===== config.mk =====
export PLATFORM = sky130hd
export DESIGN_NAME = dac_i2c_port
export DESIGN_NICKNAME = d
export VERILOG_FILES = /design/src/dac_i2c_pkg.sv /design/src/pin_sync.sv /design/src/dac_i2c_port.sv
export SDC_FILE = /design/constraint.sdc
export NUM_CORES = 1
export LEC_CHECK = 0
export BUFFER_PORTS_ARGS = -buffer_cell sky130_fd_sc_hd__buf_2
export CAP_MARGIN = 30
export CORE_MARGIN = 2
export CORE_UTILIZATION = 45
export CTS_CLUSTER_DIAMETER = 100
export DETAILED_ROUTE_END_ITERATION = 6
export PLACE_DENSITY_LB_ADDON = 0.25
export RECOVER_POWER = 25
export REMOVE_ABC_BUFFERS = 1
export SLEW_MARGIN = 5
export SYNTH_ARGS = -nofsm -noshare
export SYNTH_HDL_FRONTEND = slang
export SYNTH_SLANG_ARGS = --single-unit

===== constraint.sdc =====
create_clock -name clk_sys_i -period 5.8 [get_ports clk_sys_i]
set_input_delay 0 -clock clk_sys_i [delete_from_list [all_inputs] [get_ports clk_sys_i]]
set_output_delay 0 -clock clk_sys_i [all_outputs]
set_load 0.005 [all_outputs]

===== src/dac_i2c_pkg.sv =====
// shared constants for the two-wire dac code port
`default_nettype none
package dac_i2c_pkg;
   // slave address: upper five bits fixed, two low bits ignored
   localparam logic [6:0] SLAVE_ADDR = 7'h0C;
   localparam logic [6:0] SLAVE_ADDR_MASK = 7'h7C;
   // input word field positions
   localparam int POWER_DOWN_POS = 15;
   localparam int CODE_MSB_POS = 13;
   localparam int CODE_LSB_POS = 4;
   localparam int CODE_W = CODE_MSB_POS - CODE_LSB_POS + 1;
   localparam int WORD_W = 16;
   localparam int BYTE_W = 8;
   localparam int DATA_BYTES = 2;
   // values after reset
   localparam logic [15:0] INPUT_WORD_RST = 16'h0000;
   localparam logic [9:0] DAC_CODE_RST = 10'h000;
   // timing: system clock and fastest serial clock
   localparam int SYS_CLK_HZ = 50_000_000;
   localparam int SCL_MAX_HZ = 400_000;
   localparam int SCL_PERIOD_CYC = SYS_CLK_HZ / SCL_MAX_HZ;
   localparam int SYNC_STAGES = 2;
   // serial engine states, gray along the write path
   typedef enum logic [2:0] {
      ST_IDLE = 3'b000,
      ST_ADDR = 3'b001,
      ST_ADDR_ACK = 3'b011,
      ST_WRITE = 3'b010,
      ST_READ = 3'b110,
      ST_READ_ACK = 3'b111,
      ST_IGNORE = 3'b100
   } engine_state_e;
endpackage : dac_i2c_pkg
`default_nettype wire


===== src/pin_sync.sv =====
// two-flop synchroniser with edge detection for one bus pin
`default_nettype none
module pin_sync #(
   parameter int STAGES = 2,
   parameter logic IDLE_LEVEL = 1'b1
) (
   // clock and reset
   input wire logic clk_sys_i,
   input wire logic rst_n_i,
   // pin and synchronised view
   input wire logic pin_i,
   output logic level_o,
   output logic rise_o,
   output logic fall_o
);
   logic [STAGES-1:0] sync_reg;
   logic prev_reg;

   // a single stage would let a metastable sample reach the logic
   if (STAGES < 2) begin : g_bad_stages
      $error("pin_sync needs at least two stages");
   end

   // the first stage is read only by the next stage
   always_ff @(posedge clk_sys_i or negedge rst_n_i) begin
      if (!rst_n_i) begin
         sync_reg <= {STAGES{IDLE_LEVEL}};
      end else begin
         sync_reg <= {sync_reg[STAGES-2:0], pin_i};
      end
   end

   // one more flop so edges compare two settled samples
   always_ff @(posedge clk_sys_i or negedge rst_n_i) begin
      if (!rst_n_i) begin
         prev_reg <= IDLE_LEVEL;
      end else begin
         prev_reg <= sync_reg[STAGES-1];
      end
   end

   assign level_o = sync_reg[STAGES-1];
   assign rise_o = sync_reg[STAGES-1] & ~prev_reg;
   assign fall_o = ~sync_reg[STAGES-1] & prev_reg;
endmodule : pin_sync
`default_nettype wire


===== src/dac_i2c_port.sv =====
// two-wire slave port that loads the 10-bit dac code register
// Summary of operation
// - address 0001100, two low bits ignored
// - detect start, then shift eight bits
// - eighth bit: 0 write, 1 read
// - ack: drive low before ninth pulse
// - acknowledge a matching address and the first two write data bytes; no later data byte and no read byte
// - exactly two data bytes per transaction; a lone data byte is still acknowledged and loads the high byte only
// - write high byte first, msb first
// - after both bytes, copy to dac register
// - bit 15 is active-high soft power-down
// - bits 13..4 form the dac code
// - read returns same order as write
// - after read, clear holding register
// - works up to 400 kHz serial clock
// - only pull data low, else release
`default_nettype none
module dac_i2c_port
   import dac_i2c_pkg::*;
(
   // system clock and reset
   input wire logic clk_sys_i,
   input wire logic rst_n_i,
   // two-wire bus pins
   input wire logic scl_i,
   input wire logic sda_i,
   output logic sda_o,
   output logic sda_oe_n_o,
   // converter controls
   output logic [CODE_W-1:0] dac_code_o,
   output logic soft_power_down_o,
   output logic [WORD_W-1:0] input_word_o,
   output logic bus_busy_o
);
   // several system clocks per serial half period are needed
   if (SCL_PERIOD_CYC < 16) begin : g_slow_clk
      $error("system clock too slow for bus");
   end

   logic scl_lvl;
   logic scl_rise;
   logic scl_fall;
   logic sda_lvl;
   logic sda_rise;
   logic sda_fall;
   logic start_det;
   logic stop_det;

   engine_state_e state_reg;
   logic [3:0] bit_cnt_reg;
   logic [BYTE_W-1:0] shift_reg;
   logic byte_idx_reg;
   logic read_dir_reg;
   logic read_seen_reg;
   logic pull_low_reg;
   logic [WORD_W-1:0] input_word_reg;
   logic [CODE_W-1:0] dac_code_reg;
   logic power_down_reg;
   logic write_full_reg;
   logic busy_reg;
   logic byte_full;

   // address compare ignoring the two low bits
   function automatic logic addr_hit(input logic [6:0] addr);
      addr_hit = (addr & SLAVE_ADDR_MASK) == (SLAVE_ADDR & SLAVE_ADDR_MASK);
   endfunction : addr_hit

   // serial bit of the outgoing byte for the given position
   function automatic logic tx_bit(input logic [WORD_W-1:0] word,
                                   input logic idx,
                                   input logic [3:0] pos);
      logic [BYTE_W-1:0] b;
      b = idx ? word[7:0] : word[15:8];
      tx_bit = b[3'(7 - pos)];
   endfunction : tx_bit

   // both pins pass two flops before any logic looks at them
   pin_sync #(.STAGES(SYNC_STAGES), .IDLE_LEVEL(1'b1)) u_scl_sync (
      .clk_sys_i(clk_sys_i),
      .rst_n_i(rst_n_i),
      .pin_i(scl_i),
      .level_o(scl_lvl),
      .rise_o(scl_rise),
      .fall_o(scl_fall)
   );

   pin_sync #(.STAGES(SYNC_STAGES), .IDLE_LEVEL(1'b1)) u_sda_sync (
      .clk_sys_i(clk_sys_i),
      .rst_n_i(rst_n_i),
      .pin_i(sda_i),
      .level_o(sda_lvl),
      .rise_o(sda_rise),
      .fall_o(sda_fall)
   );

   // data edges while clock high are frame markers; legal data only
   // moves while clock is low, so no other edge can look like one
   assign start_det = sda_fall & scl_lvl;
   assign stop_det = sda_rise & scl_lvl;
   assign byte_full = bit_cnt_reg == 4'd8;

   // serial engine
   always_ff @(posedge clk_sys_i or negedge rst_n_i) begin
      if (!rst_n_i) begin
         state_reg <= ST_IDLE;
      end else if (start_det) begin
         state_reg <= ST_ADDR;
      end else if (stop_det) begin
         state_reg <= ST_IDLE;
      end else begin
         case (state_reg)
            ST_ADDR: begin
               if (scl_fall && byte_full) begin
                  if (addr_hit(shift_reg[7:1])) begin
                     state_reg <= ST_ADDR_ACK;
                  end else begin
                     state_reg <= ST_IGNORE;
                  end
               end
            end
            ST_ADDR_ACK: begin
               if (scl_fall) begin
                  state_reg <= read_dir_reg ? ST_READ : ST_WRITE;
               end
            end
            ST_WRITE: begin
               if (scl_fall && byte_full) begin
                  state_reg <= ST_ADDR_ACK;
               end
            end
            ST_READ: begin
               if (scl_fall && byte_full) begin
                  state_reg <= ST_READ_ACK;
               end
            end
            ST_READ_ACK: begin
               // master nack or both bytes gone: stand off until stop
               if (scl_rise && (sda_lvl || byte_idx_reg)) begin
                  state_reg <= ST_IGNORE;
               end else if (scl_fall) begin
                  state_reg <= ST_READ;
               end
            end
            ST_IDLE: state_reg <= ST_IDLE;
            ST_IGNORE: state_reg <= ST_IGNORE;
            default: state_reg <= ST_IDLE;
         endcase
      end
   end

   // bit counter: counts clock rises within a byte
   always_ff @(posedge clk_sys_i or negedge rst_n_i) begin
      if (!rst_n_i) begin
         bit_cnt_reg <= 4'd0;
      end else if (start_det || (scl_fall && byte_full)) begin
         bit_cnt_reg <= 4'd0;
      end else if (scl_rise && (state_reg == ST_ADDR ||
               state_reg == ST_WRITE || state_reg == ST_READ)) begin
         bit_cnt_reg <= bit_cnt_reg + 4'd1;
      end
   end

   // receive shifter, msb first, sampled on clock rise
   always_ff @(posedge clk_sys_i or negedge rst_n_i) begin
      if (!rst_n_i) begin
         shift_reg <= 8'h00;
      end else if (scl_rise && !byte_full &&
                   (state_reg == ST_ADDR || state_reg == ST_WRITE)) begin
         shift_reg <= {shift_reg[6:0], sda_lvl};
      end
   end

   // direction bit is the eighth bit of the address byte
   always_ff @(posedge clk_sys_i or negedge rst_n_i) begin
      if (!rst_n_i) begin
         read_dir_reg <= 1'b0;
      end else if (state_reg == ST_ADDR && scl_fall && byte_full) begin
         read_dir_reg <= shift_reg[0];
      end
   end

   // data byte index, plus a marker once a whole word is in, so that
   // a third write byte can be told apart from the second
   always_ff @(posedge clk_sys_i or negedge rst_n_i) begin
      if (!rst_n_i) begin
         byte_idx_reg <= 1'b0;
         write_full_reg <= 1'b0;
      end else if (start_det) begin
         byte_idx_reg <= 1'b0;
         write_full_reg <= 1'b0;
      end else if (scl_fall && ((state_reg == ST_WRITE && byte_full) ||
                  state_reg == ST_READ_ACK)) begin
         byte_idx_reg <= 1'b1;
         write_full_reg <= state_reg == ST_WRITE && byte_idx_reg;
      end
   end

   // an acknowledged read address is remembered until the frame closes
   always_ff @(posedge clk_sys_i or negedge rst_n_i) begin
      if (!rst_n_i) begin
         read_seen_reg <= 1'b0;
      end else if (state_reg == ST_ADDR_ACK && read_dir_reg) begin
         read_seen_reg <= 1'b1;
      end else if (start_det || stop_det) begin
         read_seen_reg <= 1'b0;
      end
   end

   // open-drain data drive: low or released, changed on clock fall
   always_ff @(posedge clk_sys_i or negedge rst_n_i) begin
      if (!rst_n_i) begin
         pull_low_reg <= 1'b0;
      end else if (start_det || stop_det) begin
         pull_low_reg <= 1'b0;
      end else if (scl_fall) begin
         case (state_reg)
            ST_ADDR: begin
               pull_low_reg <= byte_full && addr_hit(shift_reg[7:1]);
            end
            ST_WRITE: begin
               // a third data byte is not acknowledged
               pull_low_reg <= byte_full && !write_full_reg;
            end
            ST_ADDR_ACK: begin
               pull_low_reg <= read_dir_reg &&
                  !tx_bit(input_word_reg, byte_idx_reg, 4'd0);
            end
            ST_READ: begin
               pull_low_reg <= !byte_full &&
                  !tx_bit(input_word_reg, byte_idx_reg, bit_cnt_reg);
            end
            ST_READ_ACK: begin
               pull_low_reg <= !tx_bit(input_word_reg, 1'b1, 4'd0);
            end
            default: pull_low_reg <= 1'b0;
         endcase
      end else if (state_reg == ST_IGNORE) begin
         pull_low_reg <= 1'b0;
      end
   end

   // holding register: fills on write, clears once a read closes
   always_ff @(posedge clk_sys_i or negedge rst_n_i) begin
      if (!rst_n_i) begin
         input_word_reg <= INPUT_WORD_RST;
      end else if (read_seen_reg && (start_det || stop_det)) begin
         input_word_reg <= INPUT_WORD_RST;
      end else if (state_reg == ST_WRITE && scl_fall && byte_full &&
                   !write_full_reg) begin
         if (byte_idx_reg) begin
            input_word_reg[7:0] <= shift_reg;
         end else begin
            input_word_reg[15:8] <= shift_reg;
         end
      end
   end

   // dac register loads once the second data byte is in
   always_ff @(posedge clk_sys_i or negedge rst_n_i) begin
      if (!rst_n_i) begin
         dac_code_reg <= DAC_CODE_RST;
         power_down_reg <= 1'b0;
      end else if (state_reg == ST_WRITE && scl_fall && byte_full &&
                   byte_idx_reg && !write_full_reg) begin
         dac_code_reg <= {input_word_reg[CODE_MSB_POS:BYTE_W],
            shift_reg[BYTE_W-1:CODE_LSB_POS]};
         power_down_reg <= input_word_reg[POWER_DOWN_POS];
      end
   end

   // bus busy between start and stop
   always_ff @(posedge clk_sys_i or negedge rst_n_i) begin
      if (!rst_n_i) begin
         busy_reg <= 1'b0;
      end else if (start_det) begin
         busy_reg <= 1'b1;
      end else if (stop_det) begin
         busy_reg <= 1'b0;
      end
   end

   // the pin value is always low; only the enable moves
   assign sda_o = 1'b0;
   assign sda_oe_n_o = ~pull_low_reg;
   assign dac_code_o = dac_code_reg;
   assign soft_power_down_o = power_down_reg;
   assign input_word_o = input_word_reg;
   assign bus_busy_o = busy_reg;
endmodule : dac_i2c_port
`default_nettype wire


After elaboration in Yosys (flattened, before gate mapping)
Cells that the tools add are included.
- flip-flop bits (word level): 54
- word-level logic and storage cells: 119
- add/sub/neg operators: 2
- magnitude comparators: 1
- equal/unequal tests: 14
- mux-type cells: 32
- bitwise gates (word level): 11
- reduce and logical (&&, ||, !) cells: 42
- operators with widths (cell ; count):
    2-to-1 mux 16 bit ; 2
    2-to-1 mux 3 bit ; 10
    2-to-1 mux 8 bit ; 3
    logical AND 1 bit ; 21
    case mux 3 bit (6 select lines) ; 1
    inequality test 4 bit, second input constant ; 4
    2-to-1 mux 1 bit ; 12
    nonzero test 2 bit ; 6
    == test 3 bit, second input constant ; 3
    2-to-1 mux 4 bit ; 2
    bitwise AND 1 bit ; 6
    == test 3 x 2 -> 1 bit, second input constant ; 2
    logical OR 1 bit ; 6
    == test 5 x 2 -> 1 bit, second input constant ; 1
    logical NOT 1 bit ; 5
    inequality test 5 bit, second input constant ; 1
    inverter 1 bit ; 5
    case mux 1 bit (5 select lines) ; 1
    AND reduction 5 bit ; 1
    adder 4 x 1 -> 4 bit, second input constant ; 1
    == test 4 bit, second input constant ; 1
    < comparator 3 x 4 -> 1 bit, second input constant ; 1
    AND reduction 2 bit ; 2
    binary-select mux 1 bit (select 3 bit) ; 1
    4 further kinds ; 4

Longest topological paths before layout
Gate-level depths: netlist of run 1.
- word-level depth: 8
- gate-level depth with buffers: 9
- gate-level depth less buffers: 7

Cells and area by module
A second synthesis of run 1 with hierarchy kept.
- cells, all modules: 238
- area total of the unflattened synthesis: 2620.0 sq um
- by module, submodules not included (module ; instances ; cells each ; area an instance (sq um)):
    dac_i2c_port ; 1 ; 228 ; 2432.3
    pin_sync ; 2 ; 5 ; 93.8

Least setup slack after synthesis of run 1
Ideal clock, no wire load.
- path kind: flip-flop to flip-flop
- from: reg bit_cnt_reg[0]
- to: reg dac_code_reg[8], in the netlist dac_code_o[8]
- setup time: 0.125 ns
- arrival: 1.960 ns
- setup slack: 3.715 ns
- stages on the path, launching flop included: 9
- path through: dfrtp_1 > clkbuf_1 > inv_1 > ha_1 > nand3b_4 > or3_4 > nor2b_2 > buf_4 > mux2_2
- cells in the longest elaborated chain, start to end: 4
- RTL lines (item ; RTL line ; source):
    start: declaration ; dac_i2c_port.sv:50 ; logic [3:0] bit_cnt_reg;
    start signal: assignment ; dac_i2c_port.sv:159 ; bit_cnt_reg <= bit_cnt_reg + 4'd1;
    == test 4 bit ; dac_i2c_port.sv:100 ; assign byte_full = bit_cnt_reg == 4'd8;
    logical AND 1 bit (2 in series) ; dac_i2c_port.sv:263 ; end else if (state_reg == ST_WRITE && scl_fall && byte_full &&
    logical AND 1 bit ; dac_i2c_port.sv:264 ; byte_idx_reg && !write_full_reg) begin
    end signal: assignment ; dac_i2c_port.sv:265 ; dac_code_reg <= {input_word_reg[CODE_MSB_POS:BYTE_W],
    end: declaration ; dac_i2c_port.sv:57 ; logic [CODE_W-1:0] dac_code_reg;
No other way between the ends.
A chain may end at the register's enable or synchronous reset.

==> metrics.md, run 1 <==
| Metric | Value |
|---|---|
| Status | finished, violations left |
| Failing checks | capacitance limit, slew limit |
| FF-to-FF path depth | 7 |
| Aggregate global routing overflow | 0 |
| Mean Syn Cell Area | 11.4 um2 |
| Hold WC Path Type | in2reg |
| Unrepaired setup endpoints after global routing | false |
| CP max FO | 54 |
| Post-synth EDFFs | 0 |
| Async SR Flop Fraction | 1.00 |
| Total GRT Usage | 0.176 |
| Routed WL per cell | 15.6 um |
| Starting Density | 0.468 |
| Initial DRC count | 196 |
| Most frequent cells in the layout | 48 x dfrtp_1, 27 x buf_2, 23 x nor2_1, 19 x mux2_2, 19 x nand2_1 |
| Combinational share of power | 0.064 |
| Tmin final | 2.86 ns |
| Startpoint types | primary input |
| Syn Inst Count | 227 |
| DRT antenna net count | 0 |
| Max FFs per register | 16 |
| Yosys warns | 0 |
| Hold EP | u_scl_sync.sync_reg[0] |
| Routed WL | 5.19 mm |
| Ys flop type | dfrtp_1 |
| Slew Limit Headroom | -0.902 |
| Via/cell ratio | 5.42 |
| Num rows | 27 |
| Area grow syn2layout | 13.1% |
| Seq/Total Area, Yosys | 0.524 |
| Hold path start | scl_i |
| Setup WS post-layout | 2.94 ns |
| Residual DRC | 0 |
| Met3 routed WL | 268 um |
| Worst r2r src | bit_cnt_reg[0] |
| Antenna violations before repair | 0 |
| First-pass GRT wire length | 8.70 mm |
| IO Count | 34 |
| DP Worst Slack | 3.26 ns |
| CP Class | in2async |
| Layout cells sized above 1 | 0.261 |
| Max Transition Viols Final | 55 |
| Final setup fails | 0 |
| Critical path arrival | 2.66 ns |
| Post-Syn Area | 0.00259 mm2 |
| Unique cell type count in the Yosys netlist | 49 |
| Met2 Wirelength | 2.46 mm |
| CP endpoint kind | async pin |
| Max layer used | met4 |
| CTS tree | done |
| # hold bufs at CTS | 3 |
| Clock sink count | 54 |
| First-pass DRT Iterations | 4 |
| Root buffer cell | clkbuf_8 |
| Commonest non-fill, non-tap cell in the layout | dfrtp_1 |
| Vias post-DR | 1804 |
| Measured slew at the worst slew-check pin | 2.85 ns |
| Clk slew on worst S/H paths | 0.09 ns |
| Setup bufs post-CTS | 0 |
| # H-tree levels | 2 |
| Req. time, crit path | 5.60 ns |
| Clock Power Share | 0.361 |
| DP Wirelength | 3.68 mm |
| P_int | 0.000540 W |
| # nets final | 266 |
| Largest net degree at the start of global routing | 55 |
| Reg power frac | 0.574 |
| FF-to-FF End | dac_code_o[6] |
| Max Cap Viol | 1 |
| Net Sw Frac | 0.242 |
| Period utilization | 0.492 |
| Fmax | 350 MHz |
| Core footprint | 0.00554 mm2 |
| Yosys reg bits | 54 |
| CTS buffer count | 5 |
| IO buf count | 32 |
| Diodes inserted | 0 |
| Worst hold stages | 2 |
| Die H | 79.9 um |
| Cts repair resizes | 0 |
| Max IR drop VDD | 0.161 mV |
| Fillers | 517 |
| Worst-Skew Late Latency | 0.31 ns |
| Final-report hold violation count | 0 |
| DIE WIDTH | 79.9 um |
| M1 WL | 2.41 mm |
| Number of global-route vias before repair | 1704 |
| Bufs on Longest Clock Path | 2 |
| Leakage power | 1.38 nW |
| TNS Setup | 0 ns |
| Flop-to-flop setup slack | 3.26 ns |
| GP Congestion | 0.900 |
| P_sw | 0.000172 W |
| P per Cell Area | 243 mW/mm2 |
| Final Skew | 0.0152 ns |
| Die area | 0.00639 mm2 |
-- cells by family after synthesis --
group | share of synthesized area
muxes | 0.162
other | 0.00145
AOI/OAI and AO/OA | 0.0960
adders and majority gates | 0.0135
buffers and inverters | 0.0386
xor gates and xnor gates | 0.0135
DFF | 0.524
and+or+nand+nor | 0.151
-- power by group through the flow --
stage               Clock, W  Sequential, W  Combinational [W]
floorplan                  0       0.000411          0.0000291
global placement           0       0.000417          0.0000446
detailed placement         0       0.000417          0.0000445
CTS                 0.000264       0.000409          0.0000466
global route        0.000275       0.000412          0.0000511
finish              0.000257       0.000409          0.0000457
-- routing by layer --
layer  track usage  vias up
met2         0.273       44
met5             0        -
met3        0.0271        4
li1              -      865
met4        0.0593        0
met1         0.255      891
-- through the flow --
step | std cells | util | total power [W] | area [um2] | hold WS, ns
2_1_floorplan | 216 | - | 0.000440 | 2520 | -0.296
3_3_place_gp | 321 | 0.502 | 0.000461 | 2780 | 0.106
3_5_place_dp | 322 | 0.505 | 0.000461 | 2800 | 0.107
4_1_cts | 333 | 0.531 | 0.000720 | 2940 | 0.325
5_1_grt | 333 | 0.529 | 0.000738 | 2930 | 0.325
6_report | 333 | 0.529 | 0.000713 | 2930 | 0.340
-- layout make-up --
class	instances	area, um2	area share
timing repair buffer	37	203	0.0691
clock inverter	3	47.5	0.0162
sequential	54	1360	0.463
tap	72	90.1	0.0307
inverter	8	30.0	0.0102
multi-input combinational	154	1130	0.387
clock buffer	5	68.8	0.0235
-- synth_stat cells (2+ instances only) --
cell type  count  area share
inv_1          8       0.012
ha_1           2      0.0096
buf_4          5       0.014
dfrtp_1       48        0.46
nand3_1        4      0.0077
a22o_1         3       0.010
xnor2_1        3       0.010
nand3b_1       2      0.0058
nand2_1       19       0.027
dfstp_2        6       0.061
mux2i_1       13       0.050
buf_2          2      0.0039
nand2b_1       2      0.0048
o21ai_0       18       0.035
clkbuf_1       3      0.0043
a31oi_1        2      0.0048
nor2b_1        5       0.012
mux2_2        19       0.082
nor2_1        23       0.033
a21oi_1        4      0.0077
nor3_1         4      0.0077
mux4_1         2       0.020
and3_1         4      0.0096
-- worst max-delay path, stage by stage --
cell	delay [ns]
dlygate4sd3_1	0.52
buf_2	0.09
clkbuf_1	2.01
-- worst max-delay path by stage --
stage / slack (ns) / end / start / cells past startpoint
CTS: 3.25 / dac_code_o[6] / bit_cnt_reg[0] / 7
global placement: 3.11 / dac_code_o[0] / bit_cnt_reg[0] / 6
global route: 2.37 / shift_reg[0] / rst_n_i / 3
detailed placement: 3.26 / dac_code_o[6] / bit_cnt_reg[0] / 7
finish: 2.94 / shift_reg[6] / rst_n_i / 3
floorplan: 3.44 / dac_code_o[0] / bit_cnt_reg[0] / 6
(Power assumes the default switching activity.)
==> run 2, diff against run 1 <==
==> constraint.sdc (replaced) <==
create_clock -name clk_sys_i -period 2.58 [get_ports clk_sys_i]
set_input_delay 0 -clock clk_sys_i [delete_from_list [all_inputs] [get_ports clk_sys_i]]
set_output_delay 0 -clock clk_sys_i [all_outputs]
set_load 0.005 [all_outputs]
==> metrics.md, run 2 (synthesis gave the netlist of run 1 again) <==
| Metric | Value |
|---|---|
| Req. time, crit path | 2.78 ns (-2.82 ns) |
| Total GRT Usage | 0.189 (+0.0122) |
| Commonest non-fill, non-tap cell in the layout | dfrtp_1 |
| Starting Density | 0.468 (unchanged) |
| Core footprint | 0.00554 mm2 (unchanged) |
| Design Area, Final | 0.00294 mm2 (about the same) |
| # H-tree levels | 2 (unchanged) |
| Placement Cell Area | 0.00282 mm2 (+0.81%) |
| Max IR drop VDD | 0.299 mV (+86%) |
| Tmin final | 2.16 ns |
| IO buf count | 32 (unchanged) |
| Max Transition Viols Final | 32 (-42%) |
| DP Wirelength | 3.76 mm (+2.2%) |
| CP endpoint kind | flip-flop |
| Hold WC Path Type | in2reg |
| DIE WIDTH | 79.9 um (unchanged) |
| Slew Limit Headroom | -0.0774 (+0.825) |
| Clk slew on worst S/H paths | 0.10 ns (about the same) |
| Most frequent cells in the layout | 48 x dfrtp_1, 31 x buf_2, 23 x nor2_1, 19 x mux2_2, 19 x nand2_1 |
| Routed WL per cell | 15.7 um (+0.68%) |
| CTS buffer count | 5 (unchanged) |
| Max Cap Viol | 1 (unchanged) |
| Startpoint types | flip-flop |
| IO Count | 34 (unchanged) |
| Worst r2r src | bit_cnt_reg[0] |
| Num rows | 27 (unchanged) |
| Max FFs per register | 16 (unchanged) |
| Area grow syn2layout | 13.2% (about the same) |
| Initial DRC count | 213 (+8.7%) |
| Number of global-route vias before repair | 1801 (+5.7%) |
| Antenna violations before repair | 0 (unchanged) |
| Die area | 0.00639 mm2 (unchanged) |
| Final-report hold violation count | 0 (unchanged) |
| TNS Setup | 0 ns (unchanged) |
| Worst-Skew Late Latency | 0.31 ns (about the same) |
| Layout cells sized above 1 | 0.291 (+0.0300) |
| Clock sink count | 54 (unchanged) |
| Status | finished, violations left |
| Flop-to-flop setup slack | 0.42 ns (-2.84 ns) |
| First-pass GRT wire length | 9.20 mm (+5.7%) |
| Final Skew | 0.00837 ns (-0.00683 ns) |
| Via/cell ratio | 5.48 (+1.2%) |
| # nets final | 270 (+1.5%) |
| Cells after DPL | 326 (+1.2%) |
| Cts repair resizes | 0 (unchanged) |
| Diodes inserted | 0 (unchanged) |
| CP Class | reg2reg |
| Setup bufs post-CTS | 0 (unchanged) |
| FF-to-FF End | dac_code_o[1] |
| Largest net degree at the start of global routing | 32 (-42%) |
| Hold EP | u_sda_sync.sync_reg[0] |
| Vias post-DR | 1847 (+2.4%) |
| FF-to-FF path depth | 7 (unchanged) |
| Worst hold stages | 2 (unchanged) |
| Aggregate global routing overflow | 0 (unchanged) |
| Failing checks | capacitance limit, slew limit |
| Worst hold margin | 0.330 ns (-0.0104 ns) |
| Unrepaired setup endpoints after global routing | false |
| Root buffer cell | clkbuf_8 |
| Hold path start | sda_i |
| CP max FO | 12 (-78%) |
| Residual DRC | 0 (unchanged) |
| Measured slew at the worst slew-check pin | 1.62 ns (-1.24 ns) |
| Critical path arrival | 2.36 ns (-0.30 ns) |
| Fin cells | 337 (+1.2%) |
| Bufs on Longest Clock Path | 2 (unchanged) |
| Fmax | 463 MHz |
| Fillers | 525 (+1.5%) |
| Power Total | 0.00151 W (+110%) |
| CTS tree | done |
| Leakage power | 1.41 nW (+2.4%) |
| GP Congestion | 0.924 (+2.8%) |
| Die H | 79.9 um (unchanged) |
| P per Cell Area | 514 mW/mm2 (+110%) |
| DRT antenna net count | 0 (unchanged) |
| Final setup fails | 0 (unchanged) |
| First-pass DRT Iterations | 4 (unchanged) |
| # hold bufs at CTS | 3 (unchanged) |
| Routed WL | 5.28 mm (+1.9%) |
| Period utilization | 0.837 |
## run 2: cell types whose count changed in the layout (fill, tap and decap cells not counted)
cell	change
buf_4	+6
clkbuf_1	-5
buf_2	+4
clkinv_2	+2
buf_8	-1
bufinv_16	-1
clkinv_4	-1
## run 2: layout make-up
type	instances	area, um2	share of cell area
clock buffer	5	68.8	0.0234
tap	72	90.1	0.0307
multi-input combinational	154	1130	0.387
sequential	54	1360	0.463
inverter	8	30.0	0.0102
timing repair buffer	41	234	0.0797
clock inverter	3	18.8	0.00639
## run 2: critical path, cell delays in order, from the launching register on
cell	delay [ns]
dfrtp_1	0.48
inv_1	0.12
ha_1	0.20
nand3b_4	0.13
or3_4	0.41
nor2b_2	0.15
buf_4	0.21
mux2_2	0.35
## run 2: worst max path at each step
stage,from,end,slack [ns],depth (start not counted)
2_1_floorplan,bit_cnt_reg[0],dac_code_o[0],0.22,6
3_3_place_gp,bit_cnt_reg[0],dac_code_o[7],0.46,7
3_5_place_dp,bit_cnt_reg[0],dac_code_o[1],0.44,7
4_1_cts,bit_cnt_reg[0],dac_code_o[1],0.42,7
5_1_grt,bit_cnt_reg[0],state_reg[1],0.28,7
6_report,bit_cnt_reg[0],dac_code_o[1],0.42,7
## run 2: per-stage QoR
| step | setup slack (ns) | utilization |
|---|---|---|
| after global routing | 0.278 | 0.530 |
| final | 0.419 | 0.530 |
| after CTS | 0.416 | 0.530 |
| after global placement | 0.463 | 0.509 |
| after detailed placement | 0.435 | 0.509 |
| after floorplan | 0.224 | - |
## run 2: report_power, final
| part | leakage [nW] | internal [W] | switching [W] |
|---|---|---|---|
| Combinational | 0.637 | 0.0000453 | 0.0000585 |
| Clock | 0.0483 | 0.000192 | 0.000292 |
| Sequential | 0.725 | 0.000876 | 0.0000442 |
| Total | 1.41 | 0.00111 | 0.000395 |
## run 2: routing by layer
metal	track usage	vias to the layer above	share of wire
met5	0	-	0
met3	0.0475	9	0.058
met4	0.0576	0	0.014
met2	0.270	53	0.46
li1	-	873	-
met1	0.282	912	0.47
==> run 3, diff against run 2 <==
--- a/config.mk
+++ b/config.mk
@@ -5,6 +5,7 @@
 export SDC_FILE = /design/constraint.sdc
 export NUM_CORES = 1
 export LEC_CHECK = 0
+export ABC_AREA = 1
 export BUFFER_PORTS_ARGS = -buffer_cell sky130_fd_sc_hd__buf_2
 export CAP_MARGIN = 30
 export CORE_MARGIN = 2
==> constraint.sdc (replaced) <==
create_clock -name clk_sys_i -period 2 [get_ports clk_sys_i]
set_input_delay 0 -clock clk_sys_i [delete_from_list [all_inputs] [get_ports clk_sys_i]]
set_output_delay 0 -clock clk_sys_i [all_outputs]
set_load 0.005 [all_outputs]
==> metrics.md, run 3 <==
| Metric | Value |
|---|---|
| Status | finished, final reports clean |
| DP Worst Slack | 0.101 ns (-0.335 ns) |
| Die area | 0.00627 mm2 (-1.8%) |
| Worst r2r src | bit_cnt_reg[1] |
| Fillers | 534 (+1.7%) |
| Yosys warns | 0 (unchanged) |
| Antenna violations before repair | 0 (unchanged) |
| Max FFs per register | 16 (unchanged) |
| IO Count | 34 (unchanged) |
| TNS Setup | 0 ns (unchanged) |
| CTS buffer count | 5 (unchanged) |
| Tmin final | 1.86 ns (-0.301 ns) |
| CP max FO | 12 (unchanged) |
| Post-Syn Area | 0.00254 mm2 (-1.9%) |
| Bufs on Longest Clock Path | 2 (unchanged) |
| First-pass DRT Iterations | 4 (unchanged) |
| Number of global-route vias before repair | 1852 (+2.8%) |
| P per Cell Area | 868 mW/mm2 (+69%) |
| Worst-Skew Late Latency | 0.31 ns (about the same) |
| Routed WL | 5.39 mm (+1.9%) |
| Post-synth EDFFs | 0 (unchanged) |
| Routed WL per cell | 13.2 um (-16%) |
| Vias post-DR | 2047 (+11%) |
| Measured slew at the worst slew-check pin | 1.29 ns (-0.324 ns) |
| GP Congestion | 0.843 (-8.8%) |
| FF-to-FF path depth | 8 (+1) |
| CP Class | reg2reg |
| DRT antenna net count | 0 (unchanged) |
| Initial DRC count | 149 (-30%) |
| Startpoint types | flip-flop |
| Residual DRC | 0 (unchanged) |
| Critical path's most frequent cell | nand3_1 |
| Slew Limit Headroom | 0.139 (+0.216) |
| Root buffer cell | clkbuf_8 |
| Ranking of synthesized cells by area | dfrtp_1 47%, nand2_1 9.9%, dfstp_2 6.2% |
| Die H | 79.2 um (-0.92%) |
| Req. time, crit path | 2.24 ns (-0.54 ns) |
| Power Total | 0.00253 W (+68%) |
| Clock sink count | 54 (unchanged) |
| Final Skew | 0.0107 ns (+0.00229 ns) |
| Max IR drop VDD | 0.373 mV (+25%) |
| Worst hold margin | 0.335 ns (+0.00571 ns) |
| Period utilization | 0.930 (+0.0926) |
| First-pass GRT wire length | 8.94 mm (-2.8%) |
| Crit path capture | input_word_o[9] |
| Unique cell type count in the Yosys netlist | 34 (-31%) |
| Mean Syn Cell Area | 8.59 um2 (-25%) |
| Hold WC Path Type | in2reg |
| Setup bufs post-CTS | 0 (unchanged) |
| Flop-to-flop setup slack | 0.14 ns (-0.28 ns) |
| Ys flop type | dfrtp_1 |
| Area of the multi-input gates | 957 um2 (-16%) |
| CP cell instances | inv_1 > ha_1 > nand3_1 > nor2_4 > nand4_2 > nand2_4 > nand3_1 > o21ai_1 |
| Fmax | 538 MHz (+16%) |
| Syn Inst Count | 296 (+30%) |
| CTS tree | done |
| Unrepaired setup endpoints after global routing | false |
| CP endpoint kind | flip-flop |
| Area grow syn2layout | 14.7% |
| Layout cells sized above 1 | 0.214 (-0.0769) |
| Setup WS post-layout | 0.140 ns (-0.279 ns) |
| DP Wirelength | 3.98 mm (+5.9%) |
| Seq. cell area | 0.00136 mm2 (unchanged) |
| Num rows | 27 (unchanged) |
| Clk slew on worst S/H paths | 0.10 ns (about the same) |
| Aggregate global routing overflow | 0 (unchanged) |
| Final setup fails | 0 (unchanged) |
| Top cell type's share of synthesized area | 0.472 (+0.00911) |
| Commonest non-fill, non-tap cell in the layout | nand2_1 |
| Design Area, Final | 0.00292 mm2 (-0.64%) |
| Total GRT Usage | 0.186 (-0.00243) |
| Leakage power | 1.54 nW (+9.1%) |
| Seq/Total Area, Yosys | 0.534 (+0.0103) |
| Core footprint | 0.00547 mm2 (-1.2%) |
| Placement Cell Area | 0.00279 mm2 (-1.1%) |
| Most frequent cells in the layout | 67 x nand2_1, 48 x dfrtp_1, 41 x inv_1, 32 x buf_2, 31 x nand3_1 |
| IO buf count | 32 (unchanged) |
| Yosys reg bits | 54 (unchanged) |
| Commonest cells in the netlist | 67 x nand2_1, 48 x dfrtp_1, 41 x inv_1 |
| Diodes inserted | 0 (unchanged) |
| Max Cap Viol | 0 (-1) |
| Worst setup startpoint | bit_cnt_reg[1] |
| # nets final | 342 (+27%) |
| Final-report hold violation count | 0 (unchanged) |
| Starting Density | 0.465 (-0.00337) |
| Yosys top cell by area | dfrtp_1 |
| Critical path arrival | 2.10 ns (-0.26 ns) |
| Async SR Flop Fraction | 1.00 (unchanged) |
| CP max stage cell | dfrtp_1 |
| Largest net degree at the start of global routing | 55 (+72%) |
| Max stage delay on crit path | 0.43 ns (-0.05 ns) |
| DIE WIDTH | 79.2 um (-0.92%) |
| FF-to-FF End | input_word_o[9] |
| # H-tree levels | 2 (unchanged) |
| Via/cell ratio | 5.00 (-8.7%) |
| Max Transition Viols Final | 0 (-100%) |
| Most frequent cell after synthesis | nand2_1 |
==> run 3: cell count changes after synthesis, sizes merged, moves of 4 or more <==
cell   before  now
o21ai      19   36
nand3       4   33
inv         8   46
nor2b       6    0
mux2       19    0
a21oi       4   10
nand2      19   72
and3        4    0
mux2i      13    0
==> run 3: routing by layer <==
metal  wire length (um)  GRT usage  up-vias
li1                   -          -     1025
met1               2500      0.255      962
met2               2510      0.291       52
met3                288     0.0386        8
met4                 94     0.0741        0
met5                  0          0        -
==> run 3: worst min path at each step <==
stage / cells after the start / startpoint / endpoint
2_1_floorplan: 0 / rst_n_i / bit_cnt_reg[0]
3_3_place_gp: 2 / rst_n_i / input_word_o[9]
3_5_place_dp: 2 / rst_n_i / dac_code_o[9]
4_1_cts: 3 / rst_n_i / dac_code_o[9]
5_1_grt: 2 / scl_i / u_scl_sync.sync_reg[0]
6_report: 2 / sda_i / u_sda_sync.sync_reg[0]
==> run 3: power by group <==
part | internal [W] | switching (W)
clock network | 0.000375 | 0.000343
logic | 0.000160 | 0.000324
registers | 0.00121 | 0.000120
total | 0.00175 | 0.000786
==> run 3: final cells by class <==
class,count,area share
Clock buffer,7,0.0262
Clock inverter,1,0.0103
Inverter,48,0.0639
Multi-Input combinational cell,188,0.328
Sequential cell,54,0.466
Tap cell,72,0.0309
Timing Repair Buffer,39,0.0746
==> run 3: worst max-delay path, delay by kind of cell (launching register included) <==
kind / cells / cell delay (ns)
AND/OR/NAND/NOR: 5 / 0.97
flip-flops: 1 / 0.43
adder cells (fa/ha/maj): 1 / 0.17
buffers and inverters: 1 / 0.13
AO/OA/AOI/OAI: 1 / 0.09
==> run 3: cells by family (layout without fill, tap and decap cells) <==
group	Yosys count	count (layout)	share of synthesized area
fa+ha+maj	2	2	0.00984
buf+inv	54	95	0.0925
simple gates	132	132	0.248
compound gates	53	53	0.114
other cells	1	1	0.00147
flops	54	54	0.534
==> run 3: metrics by stage <==
stage	std cells	utilization
after floorplan	290	-
after global placement	398	0.509
after detailed placement	398	0.509
after CTS	409	0.534
after global routing	409	0.533
final	409	0.533
==> run 3: timing repair <==
item	4_1_cts	5_1_grt
hold buffers	3	0
gates resized for setup	0	1
setup endpoints to repair	0	17
endpoints found under the hold margin	56	0
